**config.mk**
```make
export PLATFORM = sky130hd
export DESIGN_NAME = cpss_regs
export DESIGN_NICKNAME = d
export VERILOG_FILES = /design/src/core/cpss_pkg.sv /design/src/core/cpss_regs.sv
export SDC_FILE = /design/constraint.sdc
export NUM_CORES = 1
export LEC_CHECK = 0
export BUFFER_PORTS_ARGS = -buffer_cell sky130_fd_sc_hd__buf_2
export CAP_MARGIN = 25
export CORE_MARGIN = 1.5
export CORE_UTILIZATION = 40
export CTS_CLUSTER_DIAMETER = 150
export DETAILED_ROUTE_END_ITERATION = 8
export PLACE_DENSITY = 0.65
export SETUP_SLACK_MARGIN = 0.3
export SYNTH_ARGS = -nofsm -noshare
export SYNTH_HDL_FRONTEND = slang
export SYNTH_SLANG_ARGS = --single-unit
```
**constraint.sdc**
```tcl
create_clock -name mclk_i -period 1.9 [get_ports mclk_i]
set_clock_uncertainty 0.2 [all_clocks]
set_input_delay 0.19 -clock mclk_i [delete_from_list [all_inputs] [get_ports mclk_i]]
set_output_delay 0.19 -clock mclk_i [all_outputs]
set_load 0.1 [all_outputs]
```
**src/core/cpss_pkg.sv**
```systemverilog
package cpss_pkg;
  // sfr addresses
  localparam logic [7:0] PWR_CTRL_ADDR = 8'h87;
  localparam logic [7:0] SYS_SET_ADDR = 8'hee;
  // power control fields
  localparam int PC_IDLE_BIT = 0;
  localparam int PC_HALT_BIT = 1;
  localparam int PC_FLAG_LSB = 2;
  localparam int PC_FLAG_W = 6;
  localparam logic [5:0] PC_FLAG_RST = 6'h00;
  // system settings fields
  localparam int SS_HEAT_ENA_BIT = 0;
  localparam int SS_HEAT_HIPOW_BIT = 1;
  localparam int SS_LCM_DIS_BIT = 2;
  localparam int SS_DECRYPT_BIT = 3;
  localparam int SS_ANTIC_BIT = 4;
  localparam logic [7:0] SS_WR_MASK = 8'h1f;
  localparam logic [4:0] SS_RST = 5'h00;
  // heater graceful shutdown, in ns and cycles of the 100 ns clock
  localparam int CLK_PERIOD_NS = 100;
  localparam int HEAT_SHDN_NS = 10000;
  localparam int HEAT_SHDN_CYC = HEAT_SHDN_NS / CLK_PERIOD_NS;
  localparam logic [7:0] HEAT_SHDN_CNT = 8'(HEAT_SHDN_CYC);

  typedef enum logic [1:0] {HT_OFF, HT_ON, HT_SHDN} cpss_heat_t;

  typedef enum logic [1:0] {CPU_RUN, CPU_IDLE, CPU_HALT} cpss_cpu_t;

  // sfr bus request from the core
  typedef struct packed {
    logic wr;
    logic rd;
    logic sw;
    logic [7:0] addr;
    logic [7:0] wdata;
  } cpss_sfr_req_t;

  typedef struct packed {
    logic [5:0] user_flag_field;
    logic [4:0] sys_set;
    cpss_cpu_t cpu;
    cpss_heat_t heat;
    logic [7:0] shdn_cnt;
    logic [7:0] rdata;
    logic ram_wait;
    logic ram_busy;
    logic heat_out;
  } cpss_state_t;
endpackage : cpss_pkg

```
**src/core/cpss_regs.sv**
```systemverilog
`timescale 1ns/100ps
// Contract
// - power control resets to zero; only software access, never debug port
// - idle bit set stops execution; peripherals keep clocks
// - idle ends on any interrupt or any reset
// - halt bit set halts execution; peripherals and system clock keep running
// - halt ends only on reset, not on interrupts
// - idle and halt bits always read zero
// - power control bits 7:2 are six user flags, reset zero
// - settings bits 7:5 read zero, writes ignored; others reset zero
// - settings bit 4 enables ram read anticipation
// - without anticipation every shared ram read waits one extra cycle
// - settings bit 3 selects decrypt table, zero selects encrypt
// - settings bit 2 gates off the modulator clock
// - settings bit 1 selects heater high power mode
// - settings bit 0 applies current heating power to heater
// - heater enable falling keeps controller running for graceful shutdown
// - system reset returns both registers to reset values
module cpss_regs (
  // clock and reset
  input wire logic mclk_i,
  input wire logic srst_i,
  // sfr bus
  input wire cpss_pkg::cpss_sfr_req_t sfr_i,
  output logic [7:0] sfr_rdata_o,
  // cpu core
  input wire logic irq_i,
  input wire logic ram_rd_i,
  output logic cpu_stall_o,
  output logic ram_wait_o,
  // peripheral controls
  output logic antic_en_o,
  output logic sbox_decrypt_o,
  output logic lcm_clk_gate_o,
  output logic heat_hipow_o,
  output logic heat_apply_o,
  output logic heat_shdn_o
);
  cpss_pkg::cpss_state_t st_r;
  cpss_pkg::cpss_state_t st_nxt;
  logic pc_wr;
  logic ss_wr;
  logic [7:0] ss_wd;

  always_comb begin
    st_nxt = st_r;
    // software only: debug accesses carry sw low
    // software-only access for power control; settings writes ignore sw
    pc_wr = sfr_i.wr && sfr_i.sw && (sfr_i.addr == cpss_pkg::PWR_CTRL_ADDR);
    ss_wr = sfr_i.wr && (sfr_i.addr == cpss_pkg::SYS_SET_ADDR);
    ss_wd = sfr_i.wdata & cpss_pkg::SS_WR_MASK;
    if (pc_wr) begin
      st_nxt.user_flag_field = sfr_i.wdata[cpss_pkg::PC_FLAG_LSB +: cpss_pkg::PC_FLAG_W];
    end
    if (ss_wr) begin
      st_nxt.sys_set = ss_wd[4:0];
    end
    // cpu power state
    case (st_r.cpu)
      cpss_pkg::CPU_RUN: begin
        if (pc_wr && sfr_i.wdata[cpss_pkg::PC_HALT_BIT]) begin
          st_nxt.cpu = cpss_pkg::CPU_HALT;
        end else if (pc_wr && sfr_i.wdata[cpss_pkg::PC_IDLE_BIT]) begin
          st_nxt.cpu = cpss_pkg::CPU_IDLE;
        end
      end
      cpss_pkg::CPU_IDLE: begin
        if (irq_i) begin
          st_nxt.cpu = cpss_pkg::CPU_RUN;
        end
      end
      cpss_pkg::CPU_HALT: st_nxt.cpu = cpss_pkg::CPU_HALT;
      default: st_nxt.cpu = cpss_pkg::CPU_RUN;
    endcase
    // one wait cycle per read when anticipation is off
    st_nxt.ram_wait = 1'b0;
    st_nxt.ram_busy = 1'b0;
    if (ram_rd_i && !st_r.sys_set[cpss_pkg::SS_ANTIC_BIT] && !st_r.ram_busy) begin
      st_nxt.ram_wait = 1'b1;
      st_nxt.ram_busy = 1'b1;
    end
    // heater controller, driven by the committed enable bit
    case (st_r.heat)
      cpss_pkg::HT_OFF: begin
        if (st_r.sys_set[cpss_pkg::SS_HEAT_ENA_BIT]) begin
          st_nxt.heat = cpss_pkg::HT_ON;
        end
      end
      cpss_pkg::HT_ON: begin
        if (!st_r.sys_set[cpss_pkg::SS_HEAT_ENA_BIT]) begin
          st_nxt.heat = cpss_pkg::HT_SHDN;
          st_nxt.shdn_cnt = cpss_pkg::HEAT_SHDN_CNT;
        end
      end
      cpss_pkg::HT_SHDN: begin
        if (st_r.sys_set[cpss_pkg::SS_HEAT_ENA_BIT]) begin
          st_nxt.heat = cpss_pkg::HT_ON;
        end else if (st_r.shdn_cnt <= 8'h01) begin
          st_nxt.heat = cpss_pkg::HT_OFF;
          st_nxt.shdn_cnt = 8'h00;
        end else begin
          st_nxt.shdn_cnt = st_r.shdn_cnt - 8'h01;
        end
      end
      default: st_nxt.heat = cpss_pkg::HT_OFF;
    endcase
    st_nxt.heat_out = (st_nxt.heat == cpss_pkg::HT_ON);
    // read data, registered
    st_nxt.rdata = 8'h00;
    if (sfr_i.rd && sfr_i.sw && sfr_i.addr == cpss_pkg::PWR_CTRL_ADDR) begin
      st_nxt.rdata = {st_r.user_flag_field, 2'b00};
    end else if (sfr_i.rd && sfr_i.addr == cpss_pkg::SYS_SET_ADDR) begin
      st_nxt.rdata = {3'b000, st_r.sys_set};
    end
  end

  always_ff @(posedge mclk_i) begin
    if (srst_i) begin
      st_r.user_flag_field <= cpss_pkg::PC_FLAG_RST;
      st_r.sys_set <= cpss_pkg::SS_RST;
      st_r.cpu <= cpss_pkg::CPU_RUN;
      st_r.heat <= cpss_pkg::HT_OFF;
      st_r.shdn_cnt <= 8'h00;
      st_r.rdata <= 8'h00;
      st_r.ram_wait <= 1'b0;
      st_r.ram_busy <= 1'b0;
      st_r.heat_out <= 1'b0;
    end else begin
      st_r <= st_nxt;
    end
  end

  assign sfr_rdata_o = st_r.rdata;
  assign cpu_stall_o = (st_r.cpu != cpss_pkg::CPU_RUN);
  assign ram_wait_o = st_r.ram_wait;
  assign antic_en_o = st_r.sys_set[cpss_pkg::SS_ANTIC_BIT];
  assign sbox_decrypt_o = st_r.sys_set[cpss_pkg::SS_DECRYPT_BIT];
  assign lcm_clk_gate_o = st_r.sys_set[cpss_pkg::SS_LCM_DIS_BIT];
  assign heat_hipow_o = st_r.sys_set[cpss_pkg::SS_HEAT_HIPOW_BIT];
  assign heat_apply_o = st_r.heat_out;
  assign heat_shdn_o = (st_r.heat == cpss_pkg::HT_SHDN);
endmodule : cpss_regs

```
==> impl_metrics.json <==
{
  "fin_hold_ws_ps": 12.6,
  "wl_per_cell_um": 13.4,
  "drc": 0,
  "run_status": "finished with violations",
  "drt_wl_total_um": 3760,
  "hp-class": "input port to register",
  "synth.largest_area_cell": "dfxtp_1",
  "dp_cells": 258,
  "routabilityCongestion": 0.848,
  "grt_pass1_wl_um": 6270,
  "combPwrFrac": 0.057,
  "syn_to_final_growth_pct": 41.0,
  "path_max_fanout": 8,
  "num_rows": 22,
  "drive_above_1_share": 0.349,
  "clock_latency_ps": 290,
  "maxSlewHeadroom": 0.677,
  "netlist.area_leader.share": 0.421,
  "power_frac_clock": 0.499,
  "cts_max_level": 2,
  "core_um2": 3720,
  "r2r-start": "st_r[17]$_SDFFE_PP0P_",
  "grt_max_degree": 18,
  "dp_hpwl_um": 2730,
  "numClockSinks": 33,
  "finalMaxSlewViolations": 0,
  "yosysWarningCount": 0,
  "io_pins": 39,
  "hold_viol": 0,
  "critPathRequiredTime_ps": 1870,
  "switching_power_uw": 304,
  "p_int_mw": 1.26,
  "synth_cells": 169,
  "start_util": 0.423,
  "worst_r2r_path_depth": 5,
  "gr-total-overflow": 0,
  "reg2reg_to": "st_r[15]$_SDFFE_PP0P_",
  "worstSetupEndpoint": "st_r[15]$_SDFFE_PP0P_",
  "viasPerCell": 5.23,
  "critPathLaunch": "st_r[17]$_SDFFE_PP0P_",
  "fillerInstances": 332,
  "io_buffers": 38,
  "rsz0062_at_grt": "true",
  "fin_util": 0.596,
  "seq_power_share": 0.444,
  "synth.avg_cell_area_um2": 9.29,
  "power_density_nw_per_um2": 705,
  "end_kind": "register",
  "track_usage": 0.191,
  "worst_slew_pin_slew_ps": 488,
  "cts.clk_slew.worst_paths_ps": 70,
  "cp.arrival_ps": 1930,
  "violations": "negative setup slack",
  "clk_path_buf_depth": 2,
  "final_cell_mix": "buf_2 (36), dfxtp_1 (29), nor2_1 (20)",
  "finalCritPeriodShare": 1.03,
  "die_x_um": 65.7,
  "antenna_found_initial": 0,
  "vias": 1465,
  "synth.area.top_cells": "dfxtp_1 (42%), mux2i_1 (7.0%), nor2_1 (5.0%)",
  "diodes": 0,
  "drv_cap": 0,
  "drt_iter0_markers": 46,
  "tns_ps": -186,
  "final_antenna_net_count": 0,
  "fin_nets": 260,
  "cts_root_buf": "clkbuf_8",
  "crit_path_start_kind": "register",
  "p_sw_frac": 0.195,
  "first_pass_iters": 4,
  "post_synth_instance_area_um2": 1570,
  "setup_viol_count_final": 4,
  "ir_worst_vdd_mv": 0.707,
  "final_cells": 280,
  "worst_slack_ps": -54.5,
  "final_common_cell": "buf_2",
  "cts_inserted_buffers": 5,
  "rrSetupSlack_ps": -50,
  "period_minus_slack_ps": 1950,
  "timing_worst_setup_path_type": "register to register",
  "fmax_ghz": 0.512,
  "synthDistinctLibCells": 46,
  "ys_ff_latch": 33,
  "cts_tree": "done",
  "synth_fp_nets": 198,
  "grt_pass1_vias": 1468,
  "dieArea_um2": 4310,
  "die_height_um": 65.7,
  "ys_seq_area_frac": 0.421,
  "p_leak_nw": 1.04
}
layout make-up:
type                       count  area [µm²]  area share
multi-input combinational    115         862       0.389
clock inverter                 3        65.1      0.0294
tap                           48        60.1      0.0271
inverter                       9        33.8      0.0153
clock buffer                   5        68.8      0.0311
timing repair buffer          67         455       0.206
sequential                    33         668       0.302
state kept, by name (all words and copies together), names as in the netlist:
register	count
antic_en_o	1
heat_apply_o	1
heat_hipow_o	1
lcm_clk_gate_o	1
ram_wait_o	1
sbox_decrypt_o	1
sfr_rdata_o	8
st_r	19
per-stage QoR:
step                      total power, mW  setup WS (ps)  area (µm²)
after floorplan                     0.740           6.71        1620
after global placement              0.777          -11.6        1890
after detailed placement            0.779          -40.6        1890
after CTS                            1.57          -51.1        2170
after global routing                 1.61           -120        2210
final                                1.56          -54.5        2210
worst max-delay path, cell delays in order (launching register included):
cell and delay, ps:
dfxtp_1 310, or4_4 530, o31a_1 360, buf_4 190
a21oi_1 130, o22ai_1 110
worst min path at each step:
stage | startpoint | end | slack [ps] | depth (start not counted)
4_1_cts | srst_i | st_r[12]$_SDFFE_PP0P_ | -50 | 2
3_5_place_dp | ram_wait_o$_SDFF_PP0_ | ram_wait_o$_SDFF_PP0_ | 230 | 1
2_1_floorplan | sfr_i[4] | antic_en_o$_SDFFE_PP0P_ | 130 | 2
5_1_grt | sfr_i[17] | sfr_rdata_o[0]$_SDFF_PP0_ | 40 | 3
3_3_place_gp | ram_wait_o$_SDFF_PP0_ | ram_wait_o$_SDFF_PP0_ | 200 | 1
6_report | sfr_i[17] | sfr_rdata_o[0]$_SDFF_PP0_ | 10 | 3
Yosys cell counts (all sizes together):
cell      n
o211ai    1
nor3      4
clkbuf    3
o311ai    1
o22ai     1
a32oi     1
a311o     1
ha        6
mux2i    11
a211oi    3
and4b     2
o31ai     1
a21oi     5
nor4bb    1
nand4     5
or2       2
o211a     1
dfxtp    33
inv       9
o311a     2
buf       9
nor2b     2
a22o      3
or4       1
nor4      1
nor2     21
nor3b     1
nand4b    2
or4b      1
or3       1
a21boi    2
and2      5
a2111oi   1
o21a      1
nand2     7
nand2b    2
o21ai     6
nor4b     2
nand3     5
nand3b    1
o31a      1
maj3      1
layer usage:
| layer | global-route usage | wire length (µm) |
|---|---|---|
| met1 | 0.212 | 1560 |
| met2 | 0.337 | 1980 |
| met3 | 0.0599 | 147 |
| met4 | 0.0729 | 75 |
| met5 | 0 | 0 |
cell families (layout without fill, tap and decap cells):
family / count (synthesis) / after routing / synth area share
buf+inv: 21 / 84 / 0.0701
mux: 11 / 11 / 0.0701
flops: 33 / 33 / 0.421
fa+ha+maj: 7 / 7 / 0.0542
simple gates: 66 / 66 / 0.240
compound gates: 31 / 31 / 0.145
timing repair:
| item | in CTS | in global routing |
|---|---|---|
| hold endpoints to repair | 14 | 5 |
| resized for setup | 12 | 6 |
| pin swaps | 1 | 0 |
| hold buffers | 10 | 2 |
| endpoints found under the setup margin | 12 | 14 |
| setup buffers | 1 | 1 |
power by group through the flow:
| stage | Clock (mW) | Sequential [mW] | Combinational, mW |
|---|---|---|---|
| 2_1_floorplan | 0 | 0.720 | 0.0208 |
| 3_3_place_gp | 0 | 0.710 | 0.0674 |
| 3_5_place_dp | 0 | 0.710 | 0.0690 |
| 4_1_cts | 0.795 | 0.693 | 0.0848 |
| 5_1_grt | 0.819 | 0.693 | 0.0964 |
| 6_report | 0.779 | 0.693 | 0.0892 |
No activity file was read; power rests on OpenSTA's default activity.
